**config.mk**
```make
export PLATFORM = sky130hd
export DESIGN_NAME = mbag_guard
export DESIGN_NICKNAME = d
export VERILOG_FILES = /design/src/rtl/mbag_pkg.sv /design/src/rtl/mbag_guard.sv
export SDC_FILE = /design/constraint.sdc
export NUM_CORES = 1
export LEC_CHECK = 0
export BUFFER_PORTS_ARGS = -buffer_cell sky130_fd_sc_hd__buf_2
export CAP_MARGIN = 25
export CORE_MARGIN = 3
export CORE_UTILIZATION = 32
export CTS_BUF_LIST = sky130_fd_sc_hd__clkbuf_2
export DETAILED_ROUTE_END_ITERATION = 6
export GPL_TIMING_DRIVEN = 0
export SYNTH_ARGS = -nofsm -noshare
export SYNTH_HDL_FRONTEND = slang
export SYNTH_SLANG_ARGS = --single-unit
```
**constraint.sdc**
```tcl
create_clock -name clock -period 4.55 [get_ports clock]
set_clock_uncertainty 0.05 [all_clocks]
set_input_delay 0.455 -clock clock [delete_from_list [all_inputs] [get_ports clock]]
set_output_delay 0.455 -clock clock [all_outputs]
set_load 0.05 [all_outputs]
```
**src/rtl/mbag_pkg.sv**
```systemverilog
package mbag_pkg;

  // ****************************************
  // Privilege modes
  // ****************************************
  typedef enum logic [1:0] {
    MBAG_MODE_SYSTEM   = 2'h0,
    MBAG_MODE_FIRMWARE = 2'h1,
    MBAG_MODE_USER     = 2'h2
  } mbag_mode_t;

  // ****************************************
  // Address map and field layout
  // ****************************************
  localparam int         ADDR_W         = 16;
  localparam int         DATA_W         = 16;
  localparam int         NUM_COMP       = 8;
  // Fixed partition: firmware area below this bound
  localparam logic [15:0] FW_AREA_END   = 16'h2000;
  // Control register window
  localparam logic [15:0] CREG_BASE     = 16'hff00;
  // Core registers open to every mode
  localparam logic [15:0] CREG_CORE_END = 16'hff40;
  // Segment mapper configuration registers
  localparam logic [15:0] CREG_MAP_BASE = 16'hff40;
  localparam logic [15:0] CREG_MAP_PTR  = 16'hff40;
  localparam logic [15:0] CREG_MAP_USR  = 16'hff41;
  localparam logic [15:0] CREG_MAP_FW   = 16'hff42;
  localparam logic [15:0] CREG_MAP_SEGB = 16'hff43;
  localparam logic [15:0] CREG_MAP_SEGL = 16'hff44;
  localparam logic [15:0] CREG_MAP_NVM  = 16'hff45;
  localparam logic [15:0] CREG_MAP_END  = 16'hff48;
  // Peripheral component registers, 16 addresses per component
  localparam logic [15:0] CREG_PER_BASE = 16'hff80;
  localparam int         COMP_SHIFT     = 4;

  // ****************************************
  // Reset values
  // ****************************************
  localparam logic [15:0] RST_MAP_PTR   = 16'h0000;
  localparam logic [7:0]  RST_GRANT     = 8'h00;
  localparam logic [15:0] RST_SEG_BASE  = 16'h0000;
  localparam logic [15:0] RST_SEG_LIMIT = 16'h0000;
  localparam logic [3:0]  RST_NVM_TRIM  = 4'h8;

  // ****************************************
  // Carriers
  // ****************************************
  typedef struct packed {
    logic              valid;
    logic              write;
    mbag_mode_t        mode;
    logic [15:0]       addr;
    logic [15:0]       wdata;
  } mbag_req_t;

  typedef struct packed {
    logic              pass;
    logic              write;
    logic [15:0]       addr;
    logic [15:0]       wdata;
  } mbag_fwd_t;

endpackage

```
**src/rtl/mbag_guard.sv**
```systemverilog
`timescale 1ns/1ps
// Contract
// - Memory partition fixed, never software changeable
// - Reset loads defined default access attributes
// - Segment pointer writes only in system mode
// - Mapper configuration registers system mode only
// - System mode reaches peripheral control registers
// - User mode default: core registers only
// - User peripheral access when mapper grants it
// - Peripheral grants and the user segment window are configurable
// - Attribute updates restricted to privileged mode
// - Nonvolatile read level trim control provided
module mbag_guard #(
  parameter int NUM_COMP = mbag_pkg::NUM_COMP
) (
  input  wire logic                clock,
  input  wire logic                srst,
  input  wire mbag_pkg::mbag_req_t req,
  output mbag_pkg::mbag_fwd_t      fwd,
  output logic [15:0]              rdata,
  output logic                     rvalid,
  output logic                     violation,
  output logic [15:0]              seg_table_ptr,
  output logic [15:0]              seg_base,
  output logic [15:0]              seg_limit,
  output logic [3:0]               nvm_read_trim
);

  // ****************************************
  // Access classification
  // ****************************************
  logic [NUM_COMP-1:0] user_grant;
  logic [NUM_COMP-1:0] fw_grant;
  logic                in_creg;
  logic                in_core;
  logic                in_map;
  logic                in_per;
  logic                in_fw_area;
  logic                in_seg;
  logic [2:0]          comp_idx;
  logic                allowed;
  logic                map_wr;

  // Component index of a peripheral register address
  function automatic logic [2:0] comp_of(input logic [15:0] a);
    logic [15:0] off;
    off = a - mbag_pkg::CREG_PER_BASE;
    return off[mbag_pkg::COMP_SHIFT +: 3];
  endfunction

  // Region decode
  always_comb begin
    in_creg    = req.addr >= mbag_pkg::CREG_BASE;
    in_core    = in_creg && (req.addr < mbag_pkg::CREG_CORE_END);
    in_map     = (req.addr >= mbag_pkg::CREG_MAP_BASE) && (req.addr < mbag_pkg::CREG_MAP_END);
    in_per     = req.addr >= mbag_pkg::CREG_PER_BASE;
    // Partition boundary is a constant; no register can move it
    in_fw_area = req.addr < mbag_pkg::FW_AREA_END;
    in_seg     = (req.addr >= seg_base) && (req.addr < seg_limit);
    comp_idx   = comp_of(req.addr);
  end

  // Rights decision; everything not listed is hard wired
  always_comb begin
    allowed = 1'b0;
    if (in_core) begin
      allowed = 1'b1;
    end else if (in_map) begin
      allowed = (req.mode == mbag_pkg::MBAG_MODE_SYSTEM);
    end else if (in_per) begin
      case (req.mode)
        mbag_pkg::MBAG_MODE_SYSTEM:   allowed = 1'b1;
        mbag_pkg::MBAG_MODE_FIRMWARE: allowed = fw_grant[comp_idx];
        mbag_pkg::MBAG_MODE_USER:     allowed = user_grant[comp_idx];
        default:                      allowed = 1'b0;
      endcase
    end else if (in_creg) begin
      allowed = 1'b0; // Unmapped control space
    end else if (in_fw_area) begin
      allowed = (req.mode != mbag_pkg::MBAG_MODE_USER);
    end else begin
      // Segments start empty, so user memory is shut until set up
      allowed = (req.mode != mbag_pkg::MBAG_MODE_USER) || in_seg;
    end
  end

  assign map_wr = req.valid && req.write && in_map && allowed;

  // ****************************************
  // Segment mapper configuration
  // ****************************************
  // Pointer and segment window, system mode writes only
  always_ff @(posedge clock) begin
    if (srst) begin
      seg_table_ptr <= mbag_pkg::RST_MAP_PTR;
      seg_base      <= mbag_pkg::RST_SEG_BASE;
      seg_limit     <= mbag_pkg::RST_SEG_LIMIT;
    end else if (map_wr) begin
      if (req.addr == mbag_pkg::CREG_MAP_PTR) begin
        seg_table_ptr <= req.wdata;
      end else if (req.addr == mbag_pkg::CREG_MAP_SEGB) begin
        seg_base <= req.wdata;
      end else if (req.addr == mbag_pkg::CREG_MAP_SEGL) begin
        seg_limit <= req.wdata;
      end
    end
  end

  // Grant masks: configurable access attributes, as is the segment window
  always_ff @(posedge clock) begin
    if (srst) begin
      user_grant <= NUM_COMP'(mbag_pkg::RST_GRANT);
      fw_grant   <= NUM_COMP'(mbag_pkg::RST_GRANT);
    end else if (map_wr) begin
      if (req.addr == mbag_pkg::CREG_MAP_USR) begin
        user_grant <= req.wdata[NUM_COMP-1:0];
      end else if (req.addr == mbag_pkg::CREG_MAP_FW) begin
        fw_grant <= req.wdata[NUM_COMP-1:0];
      end
    end
  end

  // Nonvolatile read trim; mid-scale default suits fresh cells
  always_ff @(posedge clock) begin
    if (srst) begin
      nvm_read_trim <= mbag_pkg::RST_NVM_TRIM;
    end else if (map_wr && (req.addr == mbag_pkg::CREG_MAP_NVM)) begin
      nvm_read_trim <= req.wdata[3:0];
    end
  end

  // ****************************************
  // Forwarding, readback and violation
  // ****************************************
  // Denied requests never reach the target
  always_ff @(posedge clock) begin
    if (srst) begin
      fwd <= '0;
    end else begin
      fwd.pass  <= req.valid && allowed && !in_map;
      fwd.write <= req.write;
      fwd.addr  <= req.addr;
      fwd.wdata <= req.wdata;
    end
  end

  // Mapper readback; rvalid only for permitted reads, rdata loads for any address
  always_ff @(posedge clock) begin
    if (srst) begin
      rdata  <= 16'h0000;
      rvalid <= 1'b0;
    end else begin
      rvalid <= req.valid && !req.write && in_map && allowed;
      if (req.addr == mbag_pkg::CREG_MAP_PTR) begin
        rdata <= seg_table_ptr;
      end else if (req.addr == mbag_pkg::CREG_MAP_USR) begin
        rdata <= 16'(user_grant);
      end else if (req.addr == mbag_pkg::CREG_MAP_FW) begin
        rdata <= 16'(fw_grant);
      end else if (req.addr == mbag_pkg::CREG_MAP_SEGB) begin
        rdata <= seg_base;
      end else if (req.addr == mbag_pkg::CREG_MAP_SEGL) begin
        rdata <= seg_limit;
      end else if (req.addr == mbag_pkg::CREG_MAP_NVM) begin
        rdata <= {12'h000, nvm_read_trim};
      end else begin
        rdata <= 16'h0000;
      end
    end
  end

  // One-cycle violation pulse to the core
  always_ff @(posedge clock) begin
    if (srst) begin
      violation <= 1'b0;
    end else begin
      violation <= req.valid && !allowed;
    end
  end
endmodule

```
Word level (Yosys, flattened, before mapping)
Cells that the tools add are included.
{"block": "word_totals", "wordCells": 74, "out_inout_bits": 104, "regBits": 120, "inputBits": 38}
{"block": "op_classes", "magnitude_cmp": 9, "addsub": 1, "n_bitwise": 3, "n_eq_ne": 9, "reduce_logical": 23, "muxes": 16}
{"cell": "16-bit == test (second input constant)", "count": 6}
{"cell": "16-bit 2-to-1 mux", "count": 5}
{"cell": "16-bit greater-or-equal comparator (second input constant)", "count": 3}
{"cell": "16-bit < comparator (second input constant)", "count": 2}
{"cell": "16-bit greater-or-equal comparator", "count": 1}
{"cell": "16-bit by 14-bit < comparator with 1-bit output (second input constant)", "count": 1}
{"cell": "16-bit < comparator", "count": 1}
{"cell": "1-bit logical AND", "count": 13}
{"cell": "1-bit 2-to-1 mux", "count": 7}
{"cell": "7-bit by 1-bit subtractor with 7-bit output (second input constant)", "count": 1}
{"cell": "1-bit binary-select mux with 3-bit select", "count": 2}
{"cell": "3-bit AND reduction", "count": 2}
{"cell": "3-bit by 4-bit < comparator with 1-bit output (second input constant)", "count": 1}
{"cell": "4-bit 2-to-1 mux", "count": 1}
{"cell": "2-bit AND reduction", "count": 2}
{"cell": "4-bit AND reduction", "count": 1}
{"cell": "1-bit zero test", "count": 3}
{"cell": "1-bit inverter", "count": 3}
{"cell": "1-bit case mux with 3 select lines", "count": 1}
{"cell": "2-bit by 1-bit == test with 1-bit output (second input constant)", "count": 1}
{"cell": "2-bit == test (second input constant)", "count": 1}
{"cell": "2-bit zero test", "count": 1}
{"cell": "2-bit != test (second input constant)", "count": 1}
{"cell": "1-bit logical OR", "count": 1}

Depth between registers and ports, before layout
Gate-level depths: netlist of the first run.
{"block": "depth", "ltp_word": 10, "depth_mapped": 9, "ltp_nobuf": 8}

Worst setup path before layout of the first run
Ideal clock, no wire load.
{"block": "synth_path", "path_type": "input to register", "from": "input port req[20] in the netlist's numbering", "to": "register fw_grant[0]", "cell_stages": 8, "t_arrival_ns": 2.356, "path_buffers": 2, "slack_ns": 2.016, "required_ns": 4.372, "setup_time_ns": 0.128, "path_cell_list": "buf_4 -> or3_1 -> nor4_4 -> nor4b_4 -> buf_4 -> nand3_2 -> mux2i_1 -> nor2_1"}
{"block": "synth_via", "elab_chain_len": 10, "word_cells_on_any_way": 29}
{"item": "from (decl)", "line": "mbag_guard.sv:18", "source": "input wire mbag_pkg::mbag_req_t req,"}
{"item": "parallel branches: the longest is 9 deep, another holds 7-bit by 1-bit subtractor with 7-bit output"}
{"item": "3-bit AND reduction (no line) *"}
{"item": "to (signal assigned)", "line": "mbag_guard.sv:113", "source": "fw_grant <= NUM_COMP'(mbag_pkg::RST_GRANT);"}
{"item": "to (signal assigned)", "line": "mbag_guard.sv:118", "source": "fw_grant <= req.wdata[NUM_COMP-1:0];"}
{"item": "to (decl)", "line": "mbag_guard.sv:33", "source": "logic [NUM_COMP-1:0] fw_grant;"}
Mark *: on every way between the ends. The select of a mux whose other input is x is not followed.
A chain may end at the register's enable or synchronous reset.

Worst setup path after layout of the first run
{"block": "layout_path", "from": "input port req[19] in the netlist's numbering", "to": "register rdata[15]"}
{"block": "layout_via", "elab_chain_len": 6, "word_cells_on_any_way": 10}
{"item": "16-bit == test", "line": "mbag_guard.sv:162", "source": "end else if (req.addr == mbag_pkg::CREG_MAP_SEGL) begin"}
{"item": "16-bit 2-to-1 mux", "line": "mbag_guard.sv:162"}
{"item": "16-bit 2-to-1 mux", "line": "mbag_guard.sv:160", "source": "end else if (req.addr == mbag_pkg::CREG_MAP_SEGB) begin"}
{"item": "16-bit 2-to-1 mux", "line": "mbag_guard.sv:158", "source": "end else if (req.addr == mbag_pkg::CREG_MAP_FW) begin"}
{"item": "16-bit 2-to-1 mux", "line": "mbag_guard.sv:156", "source": "end else if (req.addr == mbag_pkg::CREG_MAP_USR) begin"}
{"item": "16-bit 2-to-1 mux *", "line": "mbag_guard.sv:154", "source": "if (req.addr == mbag_pkg::CREG_MAP_PTR) begin"}
{"item": "to (signal assigned)", "line": "mbag_guard.sv:155", "source": "rdata <= seg_table_ptr;"}
{"item": "to (signal assigned)", "line": "mbag_guard.sv:157", "source": "rdata <= 16'(user_grant);"}
{"item": "to (signal assigned)", "line": "mbag_guard.sv:159", "source": "rdata <= 16'(fw_grant);"}
{"item": "to (decl)", "line": "mbag_guard.sv:20", "source": "output logic [15:0] rdata,"}
Mark *: on every way between the ends. The rest lies on a longest branch, timed or not.

==> results.py, run 1 <==
metrics = {
    "routing": {
        "vias": 5075,
        "post-route-drc-count": 0,
        "wirelength_mm": 18.2,
        "firstDrtPassIters": 6,
        "drt-initial-drc-count": 370,
        "via_per_inst": 4.95,
        "wl_per_cell_um": 17.8,
        "detail-route-antenna-nets": 0,
    },
    "floorplanning": {
        "initial_core_util_pct": 33.1,
        "die_y_um": 135,
        "die-area_um2": 18200,
        "io_pins": 142,
        "fp.dieW_um": 135,
        "coreArea_um2": 16100,
        "rows": 46,
    },
    "worst_setup_path": {
        "startpoint": "req[19]",
        "rr_startpoint": "seg_limit[2]",
        "crit_required_ns": 5.18,
        "endpoint": "rdata[15]",
        "criticalPathCategory": "in -> reg",
        "critPathBufInv": 3,
        "r2r_end": "violation",
        "reg2reg_depth": 8,
        "slowest_delay_ns": 0.57,
        "reg2reg_slack_ns": 2.37,
        "cp-start-kind": "primary input",
        "slowest_stage": "clkbuf_1",
        "cp_top_family": "simple AND/OR/NAND/NOR gates",
        "critPathMaxFanout": 10,
        "crit_chain": "dlygate4sd3_1 > buf_2 > or3_1 > nor4_4 > nor4b_4 > clkbuf_1 > a22oi_1 > nor2_1",
        "path_depth": 8,
        "endpoint_kind": "register",
        "arrival_ns": 3.60,
    },
    "clock_tree": {
        "post_cts_buffers": 0,
        "cts_made_buffers": 17,
        "clockBufferDepth": 2,
        "clock_sinks": 120,
        "cts_root_buffer": "clkbuf_2",
        "cts_tree": "yes",
        "htree_levels": 4,
        "clk_pin_slew_ns": 0.21,
        "insertion_delay_ns": 0.74,
    },
    "timing": {
        "fin_tns_setup_ns": 0,
        "fin_crit_ns": 2.97,
        "fmax_mhz": 337,
        "hold_slack_ns": 0.0563,
        "worst_pin_slew_ns": 0.753,
        "slew_headroom_pct": 49.6,
        "period_share_pct": 65.3,
        "rsz0062_at_grt": "false",
        "setup_violations": 0,
        "worst_slack_ns": 1.58,
        "slew_viol_final": 0,
        "hold_viol": 0,
    },
    "place": {
        "place_ws_ns": 1.21,
        "gp_congestion": 0.874,
        "io_buffers": 140,
        "dp_hpwl_mm": 13.4,
    },
    "final_layout": {
        "area_growth_syn_to_layout_pct": 29.1,
        "regArea_um2": 2400,
        "multi_input_area_um2": 2630,
        "drive_above_1_share_pct": 24.4,
        "fill_cells": 1613,
        "finalNetCount": 864,
    },
    "global_routing": {
        "antenna_found_initial": 1,
        "grt_pass1_vias": 4902,
        "grt_max_degree": 17,
        "globalRoute.totalOverflow": 0,
        "grt_pass1_wl_mm": 27.4,
        "grt_usage_pct": 19.8,
    },
    "synthesis": {
        "syn-num-nets": 676,
        "avgSynthCellArea_um2": 8.76,
        "yosysUniqueCellTypes": 51,
        "synth-main-ff-cell": "dfxtp_1",
        "seq_area_frac_synth_pct": 45.2,
        "synth_cells": 607,
        "ys_warn_count": 0,
        "synth-edff-count": 0,
        "synth_seq_cells": 120,
        "synth_area_um2": 5320,
        "async_flop_share_pct": 0,
    },
    "job": {
        "maxCapViolCount": 0,
    },
    "pwr": {
        "power_frac_comb_pct": 11.1,
        "power.leakage_nw": 2.88,
        "intPower_w": 0.00151,
        "ir_drop_mv": 0.145,
        "power.share.switching_pct": 28.9,
        "power_density_nw_per_um2": 308,
        "seq_power_share_pct": 50.6,
        "switchingPower_w": 0.000611,
        "p_clk_share_pct": 38.2,
        "total_power_w": 0.00212,
    },
    "hold_path": {
        "hp-class": "in -> reg",
    },
    "run_status": {
        "status": "completed",
    },
}
## power groups by stage
stage | Combinational (W) | Sequential [W] | Clock (W)
floorplan | 0.0000744 | 0.00115 | 0
global placement | 0.000214 | 0.00109 | 0
finish | 0.000236 | 0.00107 | 0.000810
global route | 0.000254 | 0.00107 | 0.000865
detailed placement | 0.000215 | 0.00109 | 0
CTS | 0.000235 | 0.00107 | 0.000825
## flip-flops by register name, indices dropped and copies added, names as in the netlist
register,cells
nvm_read_trim,4
fwd,34
rvalid,1
rdata,16
fw_grant,8
user_grant,8
seg_table_ptr,16
seg_limit,16
seg_base,16
violation,1
## cells in the mapped netlist (all sizes together) (6+ instances only)
library cell  instances  area, µm²
nor2                 32        120
a21oi                69        345
a22oi                 8       60.1
nand2b                7       43.8
buf                  10       67.6
nor3                  6       30.0
clkbuf               23       86.3
mux2i                16        160
inv                  35        131
o21ai                 6       30.0
nand4                 8       50.1
nor2b                39        244
nand3                11       60.1
a22o                  8       70.1
mux2                  7       78.8
nand2               118        443
ha                   31        388
a21o                  6       45.0
dfxtp               120       2400
a222oi                6       60.1
## stage by stage
stage	instances	util, %	area (µm²)
finish	1025	42.8	6870
global route	1025	42.8	6870
CTS	1024	42.8	6870
detailed placement	963	39.2	6290
global placement	963	39.2	6290
floorplan	607	-	5320
## how the worst min path moves through the flow
stage,startpoint,to,cells past startpoint
after detailed placement,user_grant[3],user_grant[3],2
after global routing,req[21],fwd[21],3
after global placement,user_grant[0],user_grant[0],2
final,req[16],fwd[16],3
after CTS,req[16],fwd[16],3
after floorplan,user_grant[4],user_grant[4],2
## repair_timing
action / 4_1_cts / 5_1_grt
hold buffers: 29 / 0
endpoints found under the hold margin: 88 / 0
setup endpoints to repair: 0 / 0
gates resized for setup: 0 / 0
## layer usage
layer | wire (µm) | track usage [%] | up-vias
met5 | 0 | 0 | -
met4 | 479 | 8.01 | 0
met3 | 1100 | 3.80 | 30
met2 | 8330 | 31.3 | 195
met1 | 8320 | 26.7 | 2376
li1 | - | - | 2474
## cells in the final DEF, fill, tap and decap left out, drive strengths merged, types with 8 or more instances in the layout
cell type and count:
a21oi 69, nand2 118, nor2b 39, dfxtp 120, a22o 8, a22oi 8, nand3 11, ha 31
mux2i 16, dlygate4sd3 29, nor2 32, inv 37, nand4 8, clkbuf 40, buf 150
## worst min-delay path, cell delays in order
cell	delay (ns)
buf_2	0.12
inv_2	0.11
nor2_1	0.11
## cell families after synthesis
family,count (synthesis),share of synthesized area [%]
and+or+nand+nor,237,21.9
AOI/OAI and AO/OA,126,14.9
DFF,120,45.2
buffers and inverters,68,5.36
adders and majority gates,31,7.29
muxes,25,5.34
## layout make-up
type	instances	share of cell area, %
clock inverters	15	2.93
plain buffers	33	2.24
well taps	216	3.93
diodes	1	0.0364
multi-input cells	419	38.3
inverters	35	1.91
repair buffers	169	14.4
flip-flops and latches	120	35.0
clock buffers	17	1.24
Note: power is estimated with default switching activity, not from simulation.
==> run 2: changes to the inputs <==
==> constraint.sdc (replaced) <==
create_clock -name clock -period 2.9 [get_ports clock]
set_clock_uncertainty 0.05 [all_clocks]
set_input_delay 0.29 -clock clock [delete_from_list [all_inputs] [get_ports clock]]
set_output_delay 0.29 -clock clock [all_outputs]
set_load 0.05 [all_outputs]
==> results.py, run 2 (same netlist as run 1, synthesis figures left out) <==
metrics = {
    "place": {
        "postPlaceCellArea_um2": 6290,
        "io_buffers": 140,
        "place_ws_ns": -0.270,
        "dp_hpwl_mm": 13.4,
        "gp_congestion": 0.874,
    },
    "worst_setup_path": {
        "cp-start-kind": "primary input",
        "criticalPathCategory": "in -> reg",
        "crit_required_ns": 3.45,
        "arrival_ns": 3.34,
        "critPathMaxFanout": 10,
        "endpoint_kind": "register",
    },
    "global_routing": {
        "grt_pass1_wl_mm": 27.5,
        "grt_usage_pct": 19.8,
        "antenna_found_initial": 1,
        "globalRoute.totalOverflow": 0,
        "grt_max_degree": 17,
        "grt_pass1_vias": 4923,
    },
    "floorplanning": {
        "die_y_um": 135,
        "rows": 46,
        "io_pins": 142,
        "coreArea_um2": 16100,
        "die-area_um2": 18200,
        "fp.dieW_um": 135,
        "initial_core_util_pct": 33.1,
    },
    "clock_tree": {
        "clockBufferDepth": 2,
        "cts_root_buffer": "clkbuf_2",
        "cts_tree": "yes",
        "clk_pin_slew_ns": 0.19,
        "clock_sinks": 120,
        "htree_levels": 4,
        "insertion_delay_ns": 0.73,
        "cts_made_buffers": 17,
    },
    "timing": {
        "slew_headroom_pct": 48.6,
        "slew_viol_final": 0,
        "fin_crit_ns": 2.79,
        "period_share_pct": 96.1,
        "worst_pin_slew_ns": 0.769,
        "worst_slack_ns": 0.113,
        "rsz0062_at_grt": "false",
        "setup_violations": 0,
        "hold_viol": 0,
        "hold_slack_ns": 0.128,
        "fmax_mhz": 359,
    },
    "hold_path": {
        "hp-class": "in -> reg",
    },
    "job": {
        "maxCapViolCount": 0,
    },
    "routing": {
        "post-route-drc-count": 0,
        "vias": 5155,
        "via_per_inst": 5.00,
        "drt-initial-drc-count": 357,
        "wl_per_cell_um": 17.7,
        "wirelength_mm": 18.3,
        "firstDrtPassIters": 6,
        "detail-route-antenna-nets": 0,
    },
    "pwr": {
        "power_density_nw_per_um2": 480,
        "ir_drop_mv": 0.231,
        "power.leakage_nw": 2.92,
    },
    "final_layout": {
        "final_common_cell": "buf_2",
        "layout_common_cells": "buf_2 (143), dfxtp_1 (120), nand2_1 (118), a21oi_1 (69), nor2b_1 (39)",
        "largest_register_ffs": 34,
        "top_register": "fwd",
        "area_growth_syn_to_layout_pct": 30.3,
        "drive_above_1_share_pct": 24.7,
        "post-route-cell-area_um2": 6930,
        "finalNetCount": 871,
    },
    "run_status": {
        "status": "completed",
    },
}
==> run 2: changes by cell type in the layout (fill, tap and decap cells not counted) <==
cell	delta
buf_4	+3
clkbuf_1	-1
clkbuf_2	+1
dlygate4sd3_1	+4
==> run 2: critical path, stage by stage <==
cell	delay, ns
dlygate4sd3_1	0.54
buf_2	0.18
or3_1	0.45
nor4_4	0.44
nor4b_4	0.37
buf_4	0.20
nand4_1	0.32
clkbuf_1	0.36
nand2_1	0.13
a21oi_1	0.06
==> run 2: repair_timing <==
item,in CTS,in global routing
setup endpoints to repair,0,40
hold endpoints to repair,99,0
gates resized for setup,0,2
hold buffers,33,0
setup buffers,0,3
==> run 2: power breakdown <==
part	leakage, nW	internal, W	switching (W)
Clock	0.151	0.000568	0.000702
Sequential	0.976	0.00168	0.00000510
Combinational	1.79	0.000122	0.000253
==> run 2: worst paths after layout <==
check / startpoint / endpoint / slack (ns) / cells past startpoint
worst min register to register: user_grant[4] / user_grant[4] / 0.44 / 2
worst max register to register: seg_limit[2] / violation / 0.72 / 8
worst max-delay path: req[21] / seg_base[12] / 0.11 / 10
worst min-delay path: req[32] / fwd[33] / 0.13 / 4
==> run 2: cell type report <==
| type | count | area (µm²) |
|---|---|---|
| fill | 1609 | 9120 |
| multi-input combinational | 419 | 2630 |
| sequential | 120 | 2400 |
| timing repair buffer | 176 | 1050 |
| tap | 216 | 270 |
| clock inverter | 15 | 201 |
| buffer | 33 | 155 |
| inverter | 35 | 131 |
| clock buffer | 17 | 85.1 |
| antenna | 1 | 2.50 |
==> run 2: through the flow <==
stage / setup TNS, ns / std cells / power [W] / utilization [%]
detailed placement: -10.90 / 963 / 0.00205 / 39.2
CTS: 0 / 1028 / 0.00335 / 43.0
finish: 0 / 1032 / 0.00333 / 43.2
global route: 0 / 1032 / 0.00345 / 43.2
floorplan: 0 / 607 / 0.00193 / -
global placement: -11.47 / 963 / 0.00205 / 39.2
==> run 2: layer usage <==
metal	vias to the layer above	part of all wire, %	track usage (%)
met2	225	46	31.3
met4	0	2.5	8.01
met1	2405	44	26.7
met5	-	0	0
met3	31	7.0	3.80
li1	2494	-	-
